### config.mk
export PLATFORM = sky130hd
export DESIGN_NAME = fvcr_regs
export DESIGN_NICKNAME = d
export VERILOG_FILES = /design/src/shared/fvcr_pkg.sv /design/src/fvcr_regs.sv
export SDC_FILE = /design/constraint.sdc
export NUM_CORES = 1
export LEC_CHECK = 0
export BUFFER_PORTS_ARGS = -buffer_cell sky130_fd_sc_hd__buf_2
export CAP_MARGIN = 20
export CORE_UTILIZATION = 56
export DETAILED_ROUTE_END_ITERATION = 8
export GPL_TIMING_DRIVEN = 0
export PLACE_DENSITY = 0.82
export SYNTH_ARGS = -nofsm -noshare
export SYNTH_HDL_FRONTEND = slang
export SYNTH_SLANG_ARGS = --single-unit
export TNS_END_PERCENT = 30
### constraint.sdc
create_clock -name clk_sys_i -period 3.43 [get_ports clk_sys_i]
set_input_delay 0.5145 -clock clk_sys_i [delete_from_list [all_inputs] [get_ports clk_sys_i]]
set_output_delay 0.5145 -clock clk_sys_i [all_outputs]
set_load 0.01 [all_outputs]
### src/shared/fvcr_pkg.sv
// Purpose: constants and carriers for the volatile configuration block
// Assumes: 8-bit configuration registers, 16-bit non-volatile image
// Notes:   reserved bits are masked off on every write

package fvcr_pkg;

	// ------------------------------------------------------------
	// Register reset values and writable-bit masks
	// ------------------------------------------------------------
	localparam logic [7:0] FVCR_RD_RST   = 8'hfb;
	localparam logic [7:0] FVCR_ENH_RST  = 8'hdf;
	localparam logic [7:0] FVCR_RD_MASK  = 8'hfb;
	localparam logic [7:0] FVCR_ENH_MASK = 8'hdf;

	// ------------------------------------------------------------
	// Field positions
	// ------------------------------------------------------------
	localparam int FVCR_RD_DUMMY_LSB = 4;
	localparam int FVCR_RD_XIP_BIT   = 3;
	localparam int FVCR_ENH_QUAD_BIT = 7;
	localparam int FVCR_ENH_DUAL_BIT = 6;
	localparam int FVCR_ENH_HOLD_BIT = 4;
	localparam int FVCR_ENH_ACC_BIT  = 3;
	localparam int FVCR_NV_DUMMY_LSB = 12;
	localparam int FVCR_NV_XIP_BIT   = 9;
	localparam int FVCR_NV_DRV_LSB   = 6;
	localparam int FVCR_NV_HOLD_BIT  = 4;
	localparam int FVCR_NV_QUAD_BIT  = 3;
	localparam int FVCR_NV_DUAL_BIT  = 2;

	// ------------------------------------------------------------
	// Wrap encodings and dummy count substitute
	// ------------------------------------------------------------
	localparam logic [1:0] FVCR_WRAP_16  = 2'h0;
	localparam logic [1:0] FVCR_WRAP_32  = 2'h1;
	localparam logic [1:0] FVCR_WRAP_64  = 2'h2;
	localparam logic [1:0] FVCR_WRAP_SEQ = 2'h3;
	localparam logic [3:0] FVCR_DUMMY_MAX = 4'hf;

	// ------------------------------------------------------------
	// Serial instruction codes (values arbitrary)
	// ------------------------------------------------------------
	localparam logic [7:0] FVCR_OP_WR_RD  = 8'ha1;
	localparam logic [7:0] FVCR_OP_WR_ENH = 8'ha2;
	localparam logic [7:0] FVCR_OP_CLR_FS = 8'ha3;

	// ------------------------------------------------------------
	// Timing
	// ------------------------------------------------------------
	localparam int FVCR_VPP_TIMEOUT_MS = 200;
	localparam int FVCR_CLK_KHZ        = 20000;
	localparam int FVCR_VPP_TIMEOUT_CYC =
		FVCR_VPP_TIMEOUT_MS * FVCR_CLK_KHZ;

	typedef enum logic [1:0] {
		FVCR_PROTO_EXT  = 2'b00,
		FVCR_PROTO_DUAL = 2'b01,
		FVCR_PROTO_QUAD = 2'b10
	} fvcr_proto_t;

	typedef enum logic [1:0] {
		FVCR_VPP_IDLE  = 2'b00,
		FVCR_VPP_WAIT  = 2'b01,
		FVCR_VPP_ACCEL = 2'b10
	} fvcr_vpp_t;

	typedef struct packed {
		logic [3:0]  dummy;
		logic        xip_allowed;
		logic [1:0]  wrap;
		fvcr_proto_t proto;
		logic        hold_en;
		logic        accel_en;
		logic [2:0]  drive;
	} fvcr_cfg_t;

endpackage

### src/fvcr_regs.sv
// Purpose: volatile read and enhanced configuration of a serial flash
// Assumes: instructions arrive single-line on data line zero, mode 0
// Notes:   pins are sampled by clk_sys_i through two flip-flops

`timescale 1ns/1ps

// What this block does
// - fast reads insert programmed dummy clock count
// - execute in place only when bit clear
// - basic variant ignores execute in place bit
// - reads confined to aligned 16/32/64 block
// - address increments, wraps to block start
// - wrap codes 00,01,10; 11 is sequential
// - each write replaces power-on loaded configuration
// - enhanced bit 7 low selects quad protocol
// - bit 6 low, bit 7 high: dual
// - both low gives quad priority
// - bit 7 high resumes extended or dual
// - protocol change effective right after write
// - bit 4 low ignores hold/reset pin
// - power-on re-enables hold unless nonvolatile says
// - accelerating voltage honoured only when bit 3 low
// - in quad protocol, extended commands accepted until voltage drops or the wait times out
// - voltage late beyond 200ms sets error flag
// - error flag stays until clear instruction
// - three-bit drive code, default 111
module fvcr_regs
	import fvcr_pkg::*;
#(
	parameter bit BASIC_XIP       = 1'b0,
	parameter int VPP_TIMEOUT_CYC = fvcr_pkg::FVCR_VPP_TIMEOUT_CYC
)
(
	input  wire logic              clk_sys_i,
	input  wire logic              sys_rst_i,
	input  wire logic              serial_clk_i,
	input  wire logic              chip_sel_n_i,
	input  wire logic              data_line_zero_i,
	input  wire logic              vpp_high_i,
	input  wire logic [15:0]       nonvolatile_config_i,
	input  wire logic              quad_modify_done_i,
	input  wire logic              rd_load_i,
	input  wire logic [23:0]       rd_addr_i,
	input  wire logic              rd_step_i,
	output logic [7:0]             volatile_read_config_o,
	output logic [7:0]             volatile_enhanced_config_o,
	output fvcr_pkg::fvcr_cfg_t    cfg_o,
	output logic                   ext_override_o,
	output logic                   vpp_error_o,
	output logic [23:0]            rd_addr_o
);
	import fvcr_pkg::*;

	localparam int TW = $clog2(VPP_TIMEOUT_CYC + 1);
	localparam logic [TW-1:0] TMO_LAST = TW'(VPP_TIMEOUT_CYC - 1);
	localparam logic [4:0] BITS_CMD  = 5'h08;
	localparam logic [4:0] BITS_WR   = 5'h10;
	localparam logic [4:0] BITS_SAT  = 5'h11;

	typedef struct packed {
		logic [2:0]  sclk;
		logic [2:0]  csn;
		logic [1:0]  din;
		logic [1:0]  vpp;
		logic [4:0]  bits;
		logic [15:0] shift;
		logic        loaded;
		logic [7:0]  rd_cfg;
		logic [7:0]  enh_cfg;
		fvcr_cfg_t   cfg;
		fvcr_vpp_t   vst;
		logic [TW-1:0] tmr;
		logic        ovr;
		logic        err;
		logic [23:0] addr;
	} fvcr_state_t;

	fvcr_state_t s_ff;
	fvcr_state_t nxt_s;

	logic        sclk_rise;
	logic        desel;
	logic        wr_rd;
	logic        wr_enh;
	logic        clr_fs;
	logic        tmo_hit;

	// ------------------------------------------------------------
	// Decoding helpers
	// ------------------------------------------------------------
	function automatic fvcr_proto_t proto_of(input logic [7:0] enh);
		// Quad wins when both enables are low
		if (!enh[FVCR_ENH_QUAD_BIT])
			return FVCR_PROTO_QUAD;
		else if (!enh[FVCR_ENH_DUAL_BIT])
			return FVCR_PROTO_DUAL;
		else
			return FVCR_PROTO_EXT;
	endfunction

	function automatic fvcr_cfg_t cfg_of(input logic [7:0] rd,
		input logic [7:0] enh);
		fvcr_cfg_t c;
		c = '0;
		// field zero behaves as the largest count
		c.dummy = (rd[7:4] == 4'h0) ? FVCR_DUMMY_MAX : rd[7:4];
		c.xip_allowed = BASIC_XIP | ~rd[FVCR_RD_XIP_BIT];
		c.wrap = rd[1:0];
		// fall back on bit 7 high
		c.proto = proto_of(enh);
		c.hold_en = enh[FVCR_ENH_HOLD_BIT];
		c.accel_en = ~enh[FVCR_ENH_ACC_BIT];
		c.drive = enh[2:0];
		return c;
	endfunction

	function automatic logic [23:0] wrap_next(input logic [23:0] a,
		input logic [1:0] w);
		logic [23:0] m;
		logic [23:0] inc;
		case (w)
			FVCR_WRAP_16: m = 24'h00000f;
			FVCR_WRAP_32: m = 24'h00001f;
			FVCR_WRAP_64: m = 24'h00003f;
			default:      m = 24'hffffff;
		endcase
		inc = a + 24'h000001;
		return (a & ~m) | (inc & m);
	endfunction

	// ------------------------------------------------------------
	// Next-state logic
	// ------------------------------------------------------------
	always_comb
	begin
		nxt_s = s_ff;
		// Pins: second stage feeds logic; clock and select edges also use the third stage
		nxt_s.sclk = {s_ff.sclk[1:0], serial_clk_i};
		nxt_s.csn  = {s_ff.csn[1:0], chip_sel_n_i};
		nxt_s.din  = {s_ff.din[0], data_line_zero_i};
		nxt_s.vpp  = {s_ff.vpp[0], vpp_high_i};
		sclk_rise = s_ff.sclk[1] & ~s_ff.sclk[2];
		desel     = s_ff.csn[1] & ~s_ff.csn[2];
		wr_rd  = desel && s_ff.bits == BITS_WR
			&& s_ff.shift[15:8] == FVCR_OP_WR_RD;
		wr_enh = desel && s_ff.bits == BITS_WR
			&& s_ff.shift[15:8] == FVCR_OP_WR_ENH;
		clr_fs = desel && s_ff.bits == BITS_CMD
			&& s_ff.shift[7:0] == FVCR_OP_CLR_FS;
		tmo_hit = s_ff.vst == FVCR_VPP_WAIT && s_ff.tmr == TMO_LAST
			&& !s_ff.vpp[1];

		if (s_ff.csn[1])
			nxt_s.bits = 5'h00;
		else if (sclk_rise)
		begin
			nxt_s.shift = {s_ff.shift[14:0], s_ff.din[1]};
			if (s_ff.bits != BITS_SAT)
				nxt_s.bits = s_ff.bits + 5'h01;
		end

		if (!s_ff.loaded)
		begin
			// power-on image restores hold unless cleared
			nxt_s.loaded = 1'b1;
			nxt_s.rd_cfg = {nonvolatile_config_i[15:12],
				nonvolatile_config_i[FVCR_NV_XIP_BIT], 1'b0,
				FVCR_WRAP_SEQ};
			nxt_s.enh_cfg = {nonvolatile_config_i[FVCR_NV_QUAD_BIT],
				nonvolatile_config_i[FVCR_NV_DUAL_BIT], 1'b0,
				nonvolatile_config_i[FVCR_NV_HOLD_BIT], 1'b1,
				nonvolatile_config_i[8:6]};
		end
		else
		begin
			// a completed write replaces the loaded value
			if (wr_rd)
				nxt_s.rd_cfg = s_ff.shift[7:0] & FVCR_RD_MASK;
			if (wr_enh)
				nxt_s.enh_cfg = s_ff.shift[7:0] & FVCR_ENH_MASK;
		end
		// outputs move on the cycle after the write completes
		nxt_s.cfg = cfg_of(nxt_s.rd_cfg, nxt_s.enh_cfg);

		// read address stays inside the aligned block
		// increment with wrap to block start
		if (rd_load_i)
			nxt_s.addr = rd_addr_i;
		else if (rd_step_i)
			nxt_s.addr = wrap_next(s_ff.addr, s_ff.cfg.wrap);

		case (s_ff.vst)
			FVCR_VPP_IDLE:
			begin
				nxt_s.tmr = '0;
				if (quad_modify_done_i && s_ff.cfg.accel_en)
					nxt_s.vst = FVCR_VPP_WAIT;
			end
			FVCR_VPP_WAIT:
			begin
				nxt_s.tmr = s_ff.tmr + 1'b1;
				if (s_ff.vpp[1])
					nxt_s.vst = FVCR_VPP_ACCEL;
				else if (tmo_hit)
					nxt_s.vst = FVCR_VPP_IDLE;
			end
			FVCR_VPP_ACCEL:
			begin
				if (!s_ff.vpp[1])
					nxt_s.vst = FVCR_VPP_IDLE;
			end
			default:
				nxt_s.vst = FVCR_VPP_IDLE;
		endcase
		// in quad protocol, extended commands until the voltage falls back or the wait times out
		nxt_s.ovr = nxt_s.vst != FVCR_VPP_IDLE
			&& nxt_s.cfg.proto == FVCR_PROTO_QUAD;
		// sticky error, a new time-out beats the clear
		nxt_s.err = tmo_hit | (s_ff.err & ~clr_fs);
	end

	always_ff @(posedge clk_sys_i)
	begin
		if (sys_rst_i)
		begin
			s_ff         <= '0;
			s_ff.sclk    <= 3'h0;
			s_ff.csn     <= 3'h7;
			s_ff.rd_cfg  <= FVCR_RD_RST;
			s_ff.enh_cfg <= FVCR_ENH_RST;
			s_ff.cfg     <= cfg_of(FVCR_RD_RST, FVCR_ENH_RST);
			s_ff.vst     <= FVCR_VPP_IDLE;
		end
		else
			s_ff <= nxt_s;
	end

	assign volatile_read_config_o     = s_ff.rd_cfg;
	assign volatile_enhanced_config_o = s_ff.enh_cfg;
	assign cfg_o                      = s_ff.cfg;
	assign ext_override_o             = s_ff.ovr;
	assign vpp_error_o                = s_ff.err;
	assign rd_addr_o                  = s_ff.addr;
endmodule

==> summary.md, run 1 <==
| Metric | Value |
|---|---|
| Worst r2r path cells | `7` |
| Vias in the first global route | `a little under 4,000` |
| Worst skew pair latency | `360 ps` |
| Clock sink count | `between 100 and 150` |
| Number of synthesized flops with an enable pin | `0` |
| DR pass1 iterations | `6` |
| Most frequent cell after synthesis | `dfxtp_1` |
| Die Wd | `96.4 µm` |
| Worst Setup Start Kind | `register` |
| Layout cells sized above 1 | `0.257` |
| RR Startpoint | `s_ff[101]` |
| Synth warnings | `0` |
| Fin area | `around 5800 µm²` |
| Worst R2R End | `ext_override_o` |
| Cell area after synthesis | `4990 µm²` |
| Worst setup path startpoint | `s_ff[101]` |
| Final slew viol count | `0` |
| DR WL/cell | `~14 µm` |
| Worst Clk Skew | `9.00 ps` |
| Min-Delay Endpoint | `nxt_s[107]` |
| Setup TNS | `0 ps` |
| Die area | `9290 µm²` |
| Grt total ovfl | `0` |
| Hold wc startpoint | `chip_sel_n_i` |
| Pwr dens | `406 nW/µm²` |
| Final WL | `between 10,000 and 15,000 µm` |
| 1st-iter DRT viols | `246` |
| Crit share post-route | `0.706` |
| Initial core utilization | `0.575` |
| Root Buffer | `clkbuf_8` |
| Number of diodes | `0` |
| Peak supply drop | `0.000212 V` |
| Core Rows | `34` |
| I/O Pins | `105` |
| Worst Setup End Kind | `register` |
| Total CTS buffers | `9` |
| Placed cell area | `5610 µm²` |
| # resized after CTS | `0` |
| # fillers | `722` |
| Die height | `approximately 96 µm` |
| First-pass GRT wire length | `18,000 µm` |
| Top cells by count, synth | `dfxtp_1, nor2_1, nand2_1, buf_4, a21oi_1` |
| TritonCTS clock tree | `yes` |
| Seq/Total Area, Yosys | `0.417` |
| Data required, critical path | `3700 ps` |
| GR Util All Layers | `0.249` |
| Final min period | `2420 ps` |
| Hold Crit Class | `input port to register` |
| Worst-path clk slew | `100 ps` |
| Crit path DAT | `2690 ps` |
| Max clock buf depth | `2` |
| Final HPWL DP | `8660 µm` |
| Post-CTS Setup Inserts | `0` |
| Reg2reg setup slack | `between 1000 and 1500 ps` |
| Core Util, Final | `0.672` |
| Drt drc | `0` |
| Status | `finished, final reports clean` |
| Async SR Flop Fraction | `0` |
| Max cap viols | `0` |
| Final setup violation count | `0` |
| Largest net degree at the start of global routing | `17` |
| Fin nets | `750` |
| Dominant synthesized flop cell | `dfxtp_1` |
| Area delta synth->final | `16.9%` |
| Post-DRT Antenna Nets | `0` |
| Largest area contributor in the netlist | `dfxtp_1` |
| Seq cells post-synth | `104` |
| Max frequency | `413 MHz` |
| Initial antenna violation count | `0` |
| CTS Hold Bufs | `0` |
| Max_slew headroom | `0.251` |
| Port Buffers | `96` |
| Share of the synthesized area in the top cell type | `0.417` |
| Total Power | `2.37 mW` |
| Min-Delay Path Depth | `2` |
| Final GP Congestion | `0.886` |
| Final hold vios | `0` |
| RSZ-0062 raised after global routing | `false` |
| Worst Setup Slack, final | `~1000 ps` |
| Setup WS pre-CTS | `between 1000 and 1500 ps` |
| Via count | `4,454` |
| Slew of the pin with the lowest slew margin | `1120 ps` |
| H-tree depth | `3` |
| Post-Syn Area per Cell | `8.48 µm²` |
| Yosys cell types | `50` |
| Avg Vias per Cell | `5.51` |
| Core area | `8680 µm²` |
| Top post-synthesis cells by area | `dfxtp_1, buf_4, xor2_1, nor2_1, nand2_1` |
| Critical path type | `register to register` |
| Cells after Synth | `588` |
| Static leakage | `between 2 and 2.5 nW` |
| Max Fanout on Critical Path | `8` |
## how the worst max path moves through the flow
stage                           endpoint  slack, ps  cells after the start
after floorplan                cfg_o[12]       1230                      7
after global placement    ext_override_o       1040                      7
after detailed placement  ext_override_o       1020                      7
after CTS                 ext_override_o       1000                      7
after global routing      ext_override_o        900                      7
final                     ext_override_o       1010                      7
## cell type report
class	instances	area, µm²	area share
inverters	11	41.3	0.00708
flip-flops and latches	104	2080	0.357
clock buffers	12	145	0.0249
multi-input cells	392	2340	0.402
clock inverters	4	76.3	0.0131
well taps	108	135	0.0232
repair buffers	96	480	0.0824
plain buffers	82	526	0.0902
## where the power goes
group / switching [mW] / internal (mW) / leakage (nW) / total [mW]
clock: 0.411 / 0.435 / 0.107 / 0.845
sequential: 0.0350 / 1.24 / 0.849 / 1.28
combinational: 0.120 / 0.124 / 1.47 / 0.244
total: 0.566 / 1.80 / 2.43 / 2.37
## cell usage in the layout (no fill, tap or decap), drive strengths merged, types with 7 or more instances in the layout
cell type	Yosys	final
buf	61	157
dfxtp	104	104
nor2	68	68
nand2	63	63
a21oi	37	37
clkbuf	21	33
xor2	30	30
nand3	19	19
nand4	19	19
mux2i	15	15
and3	14	14
xnor2	13	13
inv	11	12
nor2b	9	9
nor3	8	8
a211oi	8	8
a31oi	7	7
or2	7	7
## critical path: stages, from the launching register on
cell and delay, ps:
dfxtp_1 390, or3b_1 350, buf_2 170, or4_1 520, buf_2 210, mux2i_1 140, a21oi_1 320, o21ba_2 220
## layer usage
layer	up-vias	part of all wire	global-route usage
li1	2188	-	-
met1	2072	0.43	0.305
met2	168	0.50	0.436
met3	26	0.057	0.0383
met4	0	0.017	0.105
met5	-	0	0
## through the flow
stage | instances | hold slack [ps]
2_1_floorplan | 589 | 389
3_3_place_gp | 793 | 395
3_5_place_dp | 793 | 395
4_1_cts | 809 | 325
5_1_grt | 809 | 323
6_report | 809 | 327
## cell families (layout without fill, tap and decap cells)
logic type / Yosys count / count (layout) / share of synthesized area
simple gates: 248 / 248 / 0.252
mux: 15 / 15 / 0.0301
other cells: 1 / 2 / 0.000752
compound gates: 79 / 79 / 0.0983
flops: 104 / 104 / 0.417
fa+ha+maj: 5 / 5 / 0.0125
buf+inv: 93 / 205 / 0.114
xor+xnor: 43 / 43 / 0.0755
Note: power is estimated with default switching activity, not from simulation.
==> run 2: changes to the inputs <==
--- a/config.mk
+++ b/config.mk
@@ -7,10 +7,10 @@
 export LEC_CHECK = 0
 export BUFFER_PORTS_ARGS = -buffer_cell sky130_fd_sc_hd__buf_2
 export CAP_MARGIN = 20
-export CORE_UTILIZATION = 56
+export CORE_UTILIZATION = 55
 export DETAILED_ROUTE_END_ITERATION = 8
 export GPL_TIMING_DRIVEN = 0
-export PLACE_DENSITY = 0.82
+export PLACE_DENSITY = 0.8
 export SYNTH_ARGS = -nofsm -noshare
 export SYNTH_HDL_FRONTEND = slang
 export SYNTH_SLANG_ARGS = --single-unit
==> constraint.sdc (replaced) <==
create_clock -name clk_sys_i -period 2.29 [get_ports clk_sys_i]
set_input_delay 0.3435 -clock clk_sys_i [delete_from_list [all_inputs] [get_ports clk_sys_i]]
set_output_delay 0.3435 -clock clk_sys_i [all_outputs]
set_load 0.01 [all_outputs]
==> run 2 against run 1 <==
  * Design area up 2.7%
  * Largest power group unchanged
  * Sequential share of layout area down 0.74 points
  * Worst hold slack worse by 190 ps
  * Clock power up 28%
  * Global-route usage up 0.51 points
  * Fmax up 5.9%
==> summary.md, run 2 (synthesis results as in run 1) <==
| Metric | Value |
|---|---|
| Status | `finished, final reports clean` |
| GR Util All Layers | `0.255` |
| Worst Clk Skew | `approximately 10 ps` |
| RSZ-0062 raised after global routing | `true` |
| Port Buffers | `96` |
| Total CTS buffers | `9` |
| 1st-iter DRT viols | `236` |
| Root Buffer | `clkbuf_8` |
| Fin nets | `~760` |
| Max_slew headroom | `0.533` |
| Setup WS pre-CTS | `-210 ps` |
| # fillers | `721` |
| Initial core utilization | `0.569` |
| Pwr dens | `between 500 and 600 nW/µm²` |
| Worst skew pair latency | `380 ps` |
| Final GP Congestion | `0.874` |
| Max frequency | `437 MHz` |
| Die height | `97.2 µm` |
| Commonest cells after routing, fill and taps aside | `dfxtp_1, buf_2, nor2_1, buf_4, nand2_1` |
| Static leakage | `2.49 nW` |
| Hold Crit Class | `input port to register` |
| Worst path slowest cell | `or4b_2` |
| Worst Setup Start Kind | `register` |
| Critical path type | `register to register` |
| Worst Setup End Kind | `register` |
| Critical Path, Cell by Cell | `buf_4 > or4b_2 > or4_4 > buf_8 > mux2i_1 > a21oi_2 > o21ba_4` |
| Clock sink count | `104` |
| Crit path DAT | `2560 ps` |
| Commonest non-fill, non-tap cell in the layout | `dfxtp_1` |
| Max cap viols | `0` |
| Number of diodes | `0` |
| Peak supply drop | `around 0.00029 V` |
| Avg Vias per Cell | `5.44` |
| Final min period | `2290 ps` |
| Grt total ovfl | `0` |
| Final slew viol count | `0` |
| Core area | `a little under 9000 µm²` |
| Final WL | `12,100 µm` |
| Data required, critical path | `2570 ps` |
| Max Fanout on Critical Path | `4` |
| RR Startpoint | `s_ff[90]` |
| Via count | `about 4,400` |
| CP bufs+invs | `2` |
| Worst-path clk slew | `100 ps` |
| TritonCTS clock tree | `yes` |
| DR pass1 iterations | `6` |
| Kind of cell adding the most delay to the critical path | `simple AND/OR/NAND/NOR gates` |
| Worst R2R End | `ext_override_o` |
| Worst r2r path cells | `7` |
| Hold wc startpoint | `chip_sel_n_i` |
| Area delta synth->final | `20.0%` |
| Worst Setup Slack, final | `3.17 ps` |
| Layout cells sized above 1 | `0.298` |
| Die Wd | `97.2 µm` |
| Final setup violation count | `0` |
| Die area | `9450 µm²` |
| Final HPWL DP | `8490 µm` |
| Initial antenna violation count | `0` |
| Min-Delay Endpoint | `nxt_s[107]` |
| Drt drc | `0` |
| Min-Delay Path Depth | `2` |
| Max clock buf depth | `2` |
| Placed cell area | `5610 µm²` |
| Core Rows | `34` |
| CP peak stage delay | `590 ps` |
| Fin area | `between 5000 and 6000 µm²` |
| Slew of the pin with the lowest slew margin | `694 ps` |
| DR WL/cell | `14.8 µm` |
| Total Power | `3.38 mW` |
| Crit share post-route | `0.999` |
| Final hold vios | `0` |
| First-pass GRT wire length | `between 15,000 and 20,000 µm` |
| Largest net degree at the start of global routing | `17` |
| I/O Pins | `105` |
| CTS Hold Bufs | `0` |
| Reg2reg setup slack | `3 ps` |
| H-tree depth | `3` |
| Vias in the first global route | `4,109` |
| Core Util, Final | `0.683` |
| Post-DRT Antenna Nets | `0` |
run 2: where the power goes:
group / internal [mW] / leakage [nW] / switching [mW]
sequential: 1.86 / 0.853 / 0.0532
clock: 0.451 / 0.0878 / 0.634
combinational: 0.197 / 1.55 / 0.188
total: 2.51 / 2.49 / 0.875
run 2: final cells by class:
cell class / instances / area (µm²) / share of cell area
multi-input cells: 392 / 2450 / 0.409
flip-flops and latches: 104 / 2090 / 0.350
repair buffers: 107 / 563 / 0.0940
plain buffers: 80 / 526 / 0.0878
clock buffers: 11 / 151 / 0.0253
well taps: 108 / 135 / 0.0226
inverters: 11 / 41.3 / 0.00690
clock inverters: 4 / 28.8 / 0.00481
run 2: what timing repair did:
item                                    CTS  global route
hold endpoints to repair                  0             0
resized for setup                        20            15
endpoints found under the setup margin    9            13
pin swaps                                 6             3
buffers inserted                          1            10
run 2: through the flow:
stage | cells | TNS, ps | hold slack (ps)
2_1_floorplan | 589 | 0 | 389
3_3_place_gp | 793 | -341 | 395
3_5_place_dp | 793 | -690 | 403
4_1_cts | 809 | -2.79 | 142
5_1_grt | 817 | -101 | 131
6_report | 817 | 0 | 142
run 2: worst max-delay path by stage:
stage               startpoint        endpoint  slack [ps]  depth (start not counted)
global placement     s_ff[101]  ext_override_o        -150                          7
global route          s_ff[98]       cfg_o[12]         -50                          8
finish                s_ff[90]  ext_override_o           3                          7
CTS                   s_ff[90]       cfg_o[12]          -3                          7
detailed placement   s_ff[101]  ext_override_o        -210                          7
floorplan             s_ff[90]       cfg_o[12]          90                          7
run 2: routing by layer:
metal	GRT usage	wire [µm]	vias to the layer above
li1	-	-	2196
met1	0.313	5210	2096
met2	0.440	6040	123
met3	0.0417	559	26
met4	0.110	283	0
met5	0	0	-
